[src/verilog/yrc_pkg.sv]
// Shared constants and types for the converter output formatting stage
`default_nettype none

package yrc_pkg;

	// ==========================================================
	// Register map, as word indices; byte address is index * 4
	localparam int unsigned ADDR_W = 16;
	localparam logic [13:0] CTRL_IDX = 14'h3000;
	localparam logic [13:0] FIX_IDX = 14'h300e;
	localparam logic [13:0] STAT_IDX = 14'h3010;

	// ==========================================================
	// Control register fields
	localparam int unsigned BYP_BIT = 15;
	localparam int unsigned FMT_BIT = 9;
	localparam int unsigned RSVD_BIT = 8;
	localparam int unsigned SWRST_BIT = 7;
	localparam int unsigned FIX_LSB = 5;
	localparam logic [15:0] CTRL_RST = 16'h0405;
	// Bit 8 and undocumented bits 14, 13 and 3 never store
	localparam logic [15:0] CTRL_WMASK = 16'h9ef7;

	// ==========================================================
	// Fixed chroma register fields
	localparam int unsigned FIX_U_LSB = 8;
	localparam int unsigned FIX_V_LSB = 0;
	localparam logic [15:0] FIX_RST = 16'h0000;

	// ==========================================================
	// Status register fields
	localparam int unsigned STAT_HOLD_BIT = 0;
	localparam int unsigned STAT_BUSY_BIT = 1;
	localparam int unsigned STAT_CNT_LSB = 16;

	// ==========================================================
	// Bus answers
	localparam logic [1:0] RESP_OKAY = 2'h0;
	localparam logic [1:0] RESP_SLVERR = 2'h2;

	// ==========================================================
	// Types
	typedef struct packed {
		logic [7:0] y0;
		logic [7:0] y1;
		logic [7:0] u;
		logic [7:0] v;
	} yrc_pair_t;

	typedef struct packed {
		logic [15:0] first;
		logic [15:0] second;
	} yrc_words_t;

	typedef enum logic [1:0] {
		ST_IDLE,
		ST_FIRST,
		ST_SECOND
	} yrc_state_t;

endpackage

`default_nettype wire

[src/verilog/yrc_skid.sv]
// Two-entry buffer with valid and ready on both sides
`default_nettype none

module yrc_skid #(
	parameter int unsigned W = 16
) (
	// Clock and reset
	input wire logic clk,
	input wire logic rst,
	// Filling side
	input wire logic in_valid,
	input wire logic [W-1:0] in_data,
	output logic in_ready,
	// Draining side
	output logic out_valid,
	output logic [W-1:0] out_data,
	input wire logic out_ready
);

	logic out_valid_r;
	logic [W-1:0] out_data_r;
	logic skid_valid_r;
	logic [W-1:0] skid_data_r;
	logic in_fire;

	// Ready comes from a flop so no combinational path reaches the source
	assign in_ready = !skid_valid_r;
	assign in_fire = in_valid && !skid_valid_r;
	assign out_valid = out_valid_r;
	assign out_data = out_data_r;

	// ==========================================================
	// Storage
	always_ff @(posedge clk) begin
		if (rst) begin
			out_valid_r <= 1'b0;
			out_data_r <= '0;
			skid_valid_r <= 1'b0;
			skid_data_r <= '0;
		end else if (!out_valid_r || out_ready) begin
			if (skid_valid_r) begin
				out_data_r <= skid_data_r;
				out_valid_r <= 1'b1;
				skid_valid_r <= 1'b0;
			end else if (in_fire) begin
				out_data_r <= in_data;
				out_valid_r <= 1'b1;
			end else begin
				out_valid_r <= 1'b0;
			end
		end else if (in_fire) begin
			skid_data_r <= in_data;
			skid_valid_r <= 1'b1;
		end
	end

endmodule

`default_nettype wire

[src/verilog/yrc_out_fmt.sv]
// Converter control registers and bypass output formatting to memory
`default_nettype none

// Overview of operation
// - Format applies only to memory write path
// - Format bit honoured only while bypassed
// - Format 0: V/Y odd, then U/Y even
// - Format 1: Y even/U, then Y odd/V
// - Control bit 8 reserved, reads zero
// - Reset bit clears logic, keeps registers
// - Writing zero to reset bit: releases logic
// - Fix field replaces U, V, or both
// - Chroma fix applies even when bypassed
module yrc_out_fmt (
	// Clock and reset
	input wire logic clk,
	input wire logic sys_rst,
	// AXI4-Lite write address and data
	input wire logic s_axi_awvalid,
	output logic s_axi_awready,
	input wire logic [yrc_pkg::ADDR_W-1:0] s_axi_awaddr,
	input wire logic s_axi_wvalid,
	output logic s_axi_wready,
	input wire logic [31:0] s_axi_wdata,
	input wire logic [3:0] s_axi_wstrb,
	// AXI4-Lite write response
	output logic s_axi_bvalid,
	input wire logic s_axi_bready,
	output logic [1:0] s_axi_bresp,
	// AXI4-Lite read
	input wire logic s_axi_arvalid,
	output logic s_axi_arready,
	input wire logic [yrc_pkg::ADDR_W-1:0] s_axi_araddr,
	output logic s_axi_rvalid,
	input wire logic s_axi_rready,
	output logic [31:0] s_axi_rdata,
	output logic [1:0] s_axi_rresp,
	// Pixel pairs in
	input wire logic pix_valid,
	input wire yrc_pkg::yrc_pair_t pix_pair,
	output logic pix_ready,
	// Words out to memory writer
	output logic sdram_valid,
	output logic [15:0] sdram_data,
	input wire logic sdram_ready
);

	// ==========================================================
	// Declarations
	logic [15:0] ctrl_r;
	logic [15:0] fix_r;
	logic aw_have_r;
	logic [13:0] aw_idx_r;
	logic w_have_r;
	logic [15:0] w_data_r;
	logic [1:0] w_strb_r;
	logic awready_r;
	logic wready_r;
	logic bvalid_r;
	logic [1:0] bresp_r;
	logic arready_r;
	logic rvalid_r;
	logic [31:0] rdata_r;
	logic [1:0] rresp_r;
	logic do_write;
	logic [15:0] wr_merge;
	logic hold;
	logic dp_rst;
	yrc_pkg::yrc_state_t state_r;
	yrc_pkg::yrc_state_t state_nxt;
	logic pix_ready_r;
	logic take;
	yrc_pkg::yrc_words_t words_r;
	yrc_pkg::yrc_words_t words_nxt;
	logic [7:0] u_eff;
	logic [7:0] v_eff;
	logic fmt_sel;
	logic buf_in_valid;
	logic buf_in_ready;
	logic [15:0] buf_in_data;
	logic push;
	logic [15:0] word_cnt_r;

	// ==========================================================
	// Bus write channel: address and data taken in either order
	assign do_write = aw_have_r && w_have_r && !bvalid_r;

	always_ff @(posedge clk) begin
		if (sys_rst) begin
			awready_r <= 1'b0;
			aw_have_r <= 1'b0;
			aw_idx_r <= '0;
		end else if (s_axi_awvalid && awready_r) begin
			awready_r <= 1'b0;
			aw_have_r <= 1'b1;
			aw_idx_r <= s_axi_awaddr[15:2];
		end else if (do_write) begin
			aw_have_r <= 1'b0;
		end else if (!aw_have_r && !bvalid_r) begin
			awready_r <= 1'b1;
		end
	end

	always_ff @(posedge clk) begin
		if (sys_rst) begin
			wready_r <= 1'b0;
			w_have_r <= 1'b0;
			w_data_r <= '0;
			w_strb_r <= '0;
		end else if (s_axi_wvalid && wready_r) begin
			wready_r <= 1'b0;
			w_have_r <= 1'b1;
			w_data_r <= s_axi_wdata[15:0];
			w_strb_r <= s_axi_wstrb[1:0];
		end else if (do_write) begin
			w_have_r <= 1'b0;
		end else if (!w_have_r && !bvalid_r) begin
			wready_r <= 1'b1;
		end
	end

	always_ff @(posedge clk) begin
		if (sys_rst) begin
			bvalid_r <= 1'b0;
			bresp_r <= yrc_pkg::RESP_OKAY;
		end else if (do_write) begin
			bvalid_r <= 1'b1;
			if (aw_idx_r == yrc_pkg::CTRL_IDX || aw_idx_r == yrc_pkg::FIX_IDX ||
				aw_idx_r == yrc_pkg::STAT_IDX) begin
				bresp_r <= yrc_pkg::RESP_OKAY;
			end else begin
				bresp_r <= yrc_pkg::RESP_SLVERR;
			end
		end else if (s_axi_bready) begin
			bvalid_r <= 1'b0;
		end
	end

	// ==========================================================
	// Registers; byte lanes 0 and 1 carry the 16-bit fields
	always_comb begin
		wr_merge = (aw_idx_r == yrc_pkg::CTRL_IDX) ? ctrl_r : fix_r;
		if (w_strb_r[0]) begin
			wr_merge[7:0] = w_data_r[7:0];
		end
		if (w_strb_r[1]) begin
			wr_merge[15:8] = w_data_r[15:8];
		end
	end

	// Only the bus and the system reset change these; the software reset never touches them
	always_ff @(posedge clk) begin
		if (sys_rst) begin
			ctrl_r <= yrc_pkg::CTRL_RST;
			fix_r <= yrc_pkg::FIX_RST;
		end else if (do_write) begin
			if (aw_idx_r == yrc_pkg::CTRL_IDX) begin
				ctrl_r <= wr_merge & yrc_pkg::CTRL_WMASK;
			end else if (aw_idx_r == yrc_pkg::FIX_IDX) begin
				fix_r <= wr_merge;
			end
		end
	end

	// ==========================================================
	// Bus read channel
	always_ff @(posedge clk) begin
		if (sys_rst) begin
			arready_r <= 1'b0;
			rvalid_r <= 1'b0;
			rdata_r <= '0;
			rresp_r <= yrc_pkg::RESP_OKAY;
		end else if (s_axi_arvalid && arready_r) begin
			arready_r <= 1'b0;
			rvalid_r <= 1'b1;
			rresp_r <= yrc_pkg::RESP_OKAY;
			if (s_axi_araddr[15:2] == yrc_pkg::CTRL_IDX) begin
				rdata_r <= {16'h0000, ctrl_r};
			end else if (s_axi_araddr[15:2] == yrc_pkg::FIX_IDX) begin
				rdata_r <= {16'h0000, fix_r};
			end else if (s_axi_araddr[15:2] == yrc_pkg::STAT_IDX) begin
				rdata_r <= '0;
				rdata_r[yrc_pkg::STAT_HOLD_BIT] <= hold;
				rdata_r[yrc_pkg::STAT_BUSY_BIT] <= (state_r != yrc_pkg::ST_IDLE);
				rdata_r[yrc_pkg::STAT_CNT_LSB +: 16] <= word_cnt_r;
			end else begin
				rdata_r <= '0;
				rresp_r <= yrc_pkg::RESP_SLVERR;
			end
		end else if (rvalid_r && s_axi_rready) begin
			rvalid_r <= 1'b0;
		end else if (!rvalid_r) begin
			arready_r <= 1'b1;
		end
	end

	assign s_axi_awready = awready_r;
	assign s_axi_wready = wready_r;
	assign s_axi_bvalid = bvalid_r;
	assign s_axi_bresp = bresp_r;
	assign s_axi_arready = arready_r;
	assign s_axi_rvalid = rvalid_r;
	assign s_axi_rdata = rdata_r;
	assign s_axi_rresp = rresp_r;

	// ==========================================================
	// Software reset: a level, not a pulse, so logic stays quiet
	// until software writes the bit back to zero
	assign hold = ctrl_r[yrc_pkg::SWRST_BIT];
	assign dp_rst = sys_rst || hold;

	// ==========================================================
	// Chroma substitution ahead of the packer, bypassed or not
	assign u_eff = ctrl_r[yrc_pkg::FIX_LSB] ? fix_r[yrc_pkg::FIX_U_LSB +: 8] : pix_pair.u;
	assign v_eff = ctrl_r[yrc_pkg::FIX_LSB+1] ? fix_r[yrc_pkg::FIX_V_LSB +: 8] : pix_pair.v;

	// Format bit counts only in bypass; otherwise the default order
	assign fmt_sel = ctrl_r[yrc_pkg::BYP_BIT] && ctrl_r[yrc_pkg::FMT_BIT];

	always_comb begin
		if (fmt_sel) begin
			words_nxt.first = {pix_pair.y0, u_eff};
			words_nxt.second = {pix_pair.y1, v_eff};
		end else begin
			words_nxt.first = {v_eff, pix_pair.y1};
			words_nxt.second = {u_eff, pix_pair.y0};
		end
	end

	// ==========================================================
	// Packer sequence: one pair in, two words out
	assign take = pix_valid && pix_ready_r;
	assign buf_in_valid = (state_r == yrc_pkg::ST_FIRST) || (state_r == yrc_pkg::ST_SECOND);
	assign buf_in_data = (state_r == yrc_pkg::ST_FIRST) ? words_r.first : words_r.second;
	assign push = buf_in_valid && buf_in_ready;

	always_comb begin
		state_nxt = state_r;
		case (state_r)
			yrc_pkg::ST_IDLE: begin
				if (take) begin
					state_nxt = yrc_pkg::ST_FIRST;
				end
			end
			yrc_pkg::ST_FIRST: begin
				if (push) begin
					state_nxt = yrc_pkg::ST_SECOND;
				end
			end
			yrc_pkg::ST_SECOND: begin
				if (push) begin
					state_nxt = yrc_pkg::ST_IDLE;
				end
			end
			default: begin
				state_nxt = yrc_pkg::ST_IDLE;
			end
		endcase
	end

	always_ff @(posedge clk) begin
		if (dp_rst) begin
			state_r <= yrc_pkg::ST_IDLE;
			pix_ready_r <= 1'b0;
		end else begin
			state_r <= state_nxt;
			pix_ready_r <= (state_nxt == yrc_pkg::ST_IDLE);
		end
	end

	always_ff @(posedge clk) begin
		if (dp_rst) begin
			words_r <= '0;
		end else if (take) begin
			words_r <= words_nxt;
		end
	end

	always_ff @(posedge clk) begin
		if (dp_rst) begin
			word_cnt_r <= '0;
		end else if (push) begin
			word_cnt_r <= word_cnt_r + 16'h0001;
		end
	end

	assign pix_ready = pix_ready_r;

	// ==========================================================
	// Memory write path; a stalled writer backs up into the packer
	yrc_skid #(
		.W(16)
	) u_skid (
		.clk(clk),
		.rst(dp_rst),
		.in_valid(buf_in_valid),
		.in_data(buf_in_data),
		.in_ready(buf_in_ready),
		.out_valid(sdram_valid),
		.out_data(sdram_data),
		.out_ready(sdram_ready)
	);
endmodule

`default_nettype wire

[config.mk]
export PLATFORM = sky130hd
export DESIGN_NAME = yrc_out_fmt
export DESIGN_NICKNAME = d
export VERILOG_FILES = /design/src/verilog/yrc_pkg.sv /design/src/verilog/yrc_skid.sv /design/src/verilog/yrc_out_fmt.sv
export SDC_FILE = /design/constraint.sdc
export NUM_CORES = 1
export LEC_CHECK = 0
export ABC_AREA = 1
export BUFFER_PORTS_ARGS = -buffer_cell sky130_fd_sc_hd__buf_2
export CORE_UTILIZATION = 50
export DETAILED_ROUTE_END_ITERATION = 6
export PLACE_DENSITY = 0.85
export SYNTH_ARGS = -nofsm -noshare
export SYNTH_HDL_FRONTEND = slang
export SYNTH_SLANG_ARGS = --single-unit
[constraint.sdc]
create_clock -name clk -period 1.73 [get_ports clk]
set_input_delay 0.346 -clock clk [delete_from_list [all_inputs] [get_ports clk]]
set_output_delay 0.346 -clock clk [all_outputs]
set_load 0.1 [all_outputs]
# Word-level counts from Yosys, hierarchy flattened
# Cells that the tools add are included.
# Widths: inputs -> output; s select.
op_classes:
  addsub: 1
  multipliers: 0
  div_mod_pow: 0
  n_lt_le_gt_ge: 0
  eq_ne: 8
  shift: 0
  muxes: 29
  bitwise_logic: 5
  reduce_logical: 44
ops:
  columns: ["op", "n"]
  rows:
  - ["$mux 32", 4]
  - ["$eq 14x14->1 const B", 6]
  - ["$mux 16", 4]
  - ["$mux 8", 4]
  - ["$add 16x1->16 const B", 1]
  - ["$reduce_bool 2->1", 8]
  - ["$mux 2", 7]
  - ["$reduce_and 2->1", 6]
  - ["$logic_and 1x1->1", 11]
  - ["$mux 1", 9]
  - ["$reduce_and 4->1", 2]
  - ["$reduce_or 2->1", 4]
  - ["$pmux 2 s3", 1]
  - ["$logic_not 1->1", 5]
  - ["$logic_or 1x1->1", 5]
  - ["$not 1->1", 5]
  - ["$logic_not 2->1", 2]
  - ["$reduce_and 3->1", 1]
  - ["$eq 2x1->1 const B", 1]
  - ["$eq 2x2->1 const B", 1]
word_totals:
  reg_bits: 188
  latchBits: 0
  mem_bits_rw: 0
  mem_bits_ro: 0
  inputBits: 109
  out_inout_bits: 59
  word_cells: 113
  mem_count: 0

# Depth between registers and ports, before layout
logic_depth:
  depth_word: 6
  mapped_depth: 10

# Hierarchy
# From an unflattened synthesis, not the netlist that was laid out.
hier_totals:
  hier_cells: 1294
  area_unflattened_um2: 8737.1
modules_own_cells:
  columns: ["module", "instances", "cells_per_inst", "area_each_um2", "seq_area_each_um2"]
  rows:
  - ["yrc_out_fmt", 1, 1040, 7064.3, 3042.9]
  - ["yrc_skid", 1, 254, 1672.9, 680.7]

# Worst setup path before layout
# Ideal clock, no wire load.
synth_path:
  kind: "register -> register"
  startpoint: "register pix_ready_r (netlist: pix_ready)"
  endpoint: "register words_r[12] (netlist bit)"
  setup_time_ps: 124
  arrival_time_ps: 1970
  required_ps: 1606
  path_slack_ps: -365
  stages_incl_launch_ff: 6
  cell_sequence: "dfxtp_1 -> nand2_1 -> inv_1 -> clkbuf_1 -> buf_2 -> a31oi_1"
synth_between:
  elab_chain_len: 1
synth_lines:
  columns: ["item", "line", "source"]
  rows:
  - ["from (decl)", "yrc_out_fmt.sv:71", "logic pix_ready_r;"]
  - ["from (signal assigned)", "yrc_out_fmt.sv:267", "pix_ready_r <= (state_nxt == yrc_pkg::ST_IDLE);"]
  - ["$logic_and 1x1->1", "yrc_out_fmt.sv:232", "assign take = pix_valid && pix_ready_r;"]
  - ["to (signal assigned)", "yrc_out_fmt.sv:275", "words_r <= words_nxt;"]
  - ["to (decl)", "yrc_out_fmt.sv:73", "yrc_pkg::yrc_words_t words_r;"]
# No other way between the ends.
# A chain may end at the register's enable or synchronous reset.

# Final worst setup path
layout_path:
  startpoint: "register rdata_r[15] (netlist: s_axi_rdata[15])"
  endpoint: "output port s_axi_rdata[15]"
layout_lines:
  columns: ["item", "line", "source"]
  rows:
  - ["from (decl)", "yrc_out_fmt.sv:63", "logic [31:0] rdata_r;"]
  - ["from (signal assigned)", "yrc_out_fmt.sv:178", "rdata_r <= {16'h0000, ctrl_r};"]
  - ["from (signal assigned)", "yrc_out_fmt.sv:180", "rdata_r <= {16'h0000, fix_r};"]
  - ["from (signal, indexed assignment)", "yrc_out_fmt.sv:183", "rdata_r[yrc_pkg::STAT_HOLD_BIT] <= hold;"]
  - ["to (decl)", "yrc_out_fmt.sv:36", "output logic [31:0] s_axi_rdata,"]
# No word-level cell between the ends.

==> results.toml <==
[die]
core_area_mm2 = 0.0160
die_w_um = 131
rows = 46
die_h_um = 131
ioPinCount = 168
die-area_mm2 = 0.0170
initial_core_util_pct = 51.6

[routing]
num_vias = 8245
drc = 0
viasPerCell = 5.29
final_antenna_net_count = 0
drtIter0Drc = 658
first_pass_iters = 6
wl_per_cell_um = 13.6
routed_wl_mm = 21.2

[setup_path]
path_cells = "buf_2"
cp-end-kind = "primary output"
cpLargestDelayFamily = "buffers and inverters"
cp_slowest_cell = "buf_2"
cp.arrival_ns = 1.29
cp_data_required_time_ns = 1.38
cp_num_buf_inv = 1
path_class = "flop to primary output"
cp_max_fo = 2
critPathLaunchType = "flop"
max_stage_delay_ns = 0.45

[global_route]
antenna_found_initial = 0
grt_usage_pct = 25.3
grt_pass1_wl_mm = 33.9
grt_max_degree = 57
grt_pass1_vias = 7307
grt_overflow = 0

[timing]
skew_ns = 0.00850
tightest_slew_ns = 0.717
setup_viol = 0
slew-limit-headroom_pct = 52.2
period_minus_slack_ns = 1.63
finalHoldViolations = 0
fin_ws_ns = 0.0953
fmax_mhz = 612
maxSlewViolCount = 0
fin_crit_sh_pct = 94.5
rsz0062_at_grt = "false"

[placement]
dp_hpwl_mm = 14.7
gp_congestion = 0.883
io_buffers = 143
place_inst = 1524
pre_cts_ws_ns = -0.00166

[clock_network]
cts_hold_buffers = 0
clockBufferDepth = 2
cts.sinks = 186
cts_tree = "built"
clkLatencyLatePin_ns = 0.44
ctsHtreeMaxLevel = 4
cts_made_buffers = 17
clockRootBuffer = "clkbuf_16"
cts.clk_slew.worst_paths_ns = 0.07

[synthesis]
yosys.cell_types.count = 36
ys_seq_elements = 186
synth.top_cell.area_share_pct = 45.1
synth_top_cell_by_area = "dfxtp_1"
syn_area_mm2 = 0.00826
yosys_warnings = 0
yosysSeqAreaShare_pct = 45.1
ys_top_cells_by_area = "dfxtp_1 45%, nand2_1 14%, a21oi_1 8.2%"
avgSynthCellArea_um2 = 6.91
netlist_instances = 1196

[status]
status = "completed"

[cells_and_area]
stdcell_count = 1558
drive_gt1_share_pct = 18.2
nets = 1444
area_delta_synth_final_pct = 20.3
diodes = 0

[power]
p_leak_nw = 4.45
ir_drop_mv = 0.900
power_mw = 10.4
p_per_area_mw_per_mm2 = 1050

[hold_path]
holdCritPathClass = "primary input to flop"

[job]
max_cap_violations = 0
[layout by cell type (no fill, tap or decap), types with 4 or more instances in the layout]
cell type and count:
dfxtp_1 178, nor2_2 4, dfxtp_2 8, nor2_4 6, nor2_1 105, buf_2 143, inv_2 5, inv_1 91
buf_4 32, a31oi_1 24, o21ai_0 125, inv_6 5, a21oi_1 136, nand2_1 314, buf_12 4, clkbuf_16 17
nand4_1 4, nand3_1 91, ha_1 4, nor3_1 6
[report_power, final]
group | total, mW | switching, mW | internal, mW
registers | 4.64 | 0.121 | 4.52
clock network | 4.05 | 1.68 | 2.36
logic | 1.74 | 1.30 | 0.445
total | 10.4 | 3.10 | 7.33
[sequential cells by signal (all words and copies together) (netlist names), 12 cells and up]
signal and flops:
word_cnt_r 16, aw_idx_r 14, u_skid.out_data 16, ctrl_r 12
words_r 32, w_data_r 16, u_skid.skid_data_r 16, s_axi_rdata 32
fix_r 16
[routing by layer]
layer	track usage (%)	vias up	wire length, µm
li1	-	4159	-
met1	30.7	3712	8990
met2	42.7	323	10200
met3	5.21	51	1310
met4	12.4	0	673
met5	0	-	0
[cell families (layout without fill, tap and decap cells)]
group	after synthesis	in the layout	share of synthesized area [%]
AO/OA/AOI/OAI	293	293	18.2
buffers and inverters	167	312	8.13
AND/OR/NAND/NOR	540	540	27.3
flip-flops	186	186	45.1
XOR/XNOR	4	4	0.424
adder cells (fa/ha/maj)	5	5	0.757
other	1	2	0.0454
[synthesized netlist by cell type, drive strengths merged]
cell type	count
nand3	93
nor2	115
xnor2	1
nand2	317
a31oi	24
ha	5
buf	22
nand3b	3
a211oi	1
o21ai	128
nor3	7
o21a	3
dfxtp	186
and2	1
o22ai	1
clkbuf	44
a21oi	136
nand4	4
inv	97
clkinv	4
conb	1
xor2	3
[metrics by stage]
step / util [%] / hold WS (ns) / setup TNS [ns] / cell area, µm²
2_1_floorplan: - / 0.430 / 0 / 8270
3_3_place_gp: 58.0 / 0.434 / 0 / 9270
3_5_place_dp: 58.0 / 0.439 / -0.00166 / 9270
4_1_cts: 62.0 / 0.114 / 0 / 9920
5_1_grt: 62.1 / 0.121 / 0 / 9940
6_report: 62.1 / 0.130 / 0 / 9940
[path summary, 6_finish.rpt]
path	startpoint	endpoint	slack (ns)	depth (start not counted)
hold / removal	s_axi_rready	s_axi_rvalid	0.13	2
setup reg to reg	state_r[1]	word_cnt_r[15]	0.11	9
hold reg to reg	s_axi_rdata[2]	s_axi_rdata[2]	0.45	2
setup / recovery	s_axi_rdata[15]	s_axi_rdata[15]	0.1	1
[repair_timing]
item / CTS / global route
endpoints found under the setup margin: 3 / 20
setup buffers: 2 / 0
resized for setup: 2 / 8
cloned: 0 / 1
pin swaps: 1 / 2
[final cells by class]
type	count	area, µm²
clock inverters	12	161
well taps	216	270
fillers	1468	6060
clock buffers	19	453
repair buffers	179	1040
multi-input cells	844	3890
flip-flops and latches	186	3730
repair inverters	1	7.51
inverters	101	384
Note: power is estimated with default switching activity, not from simulation.
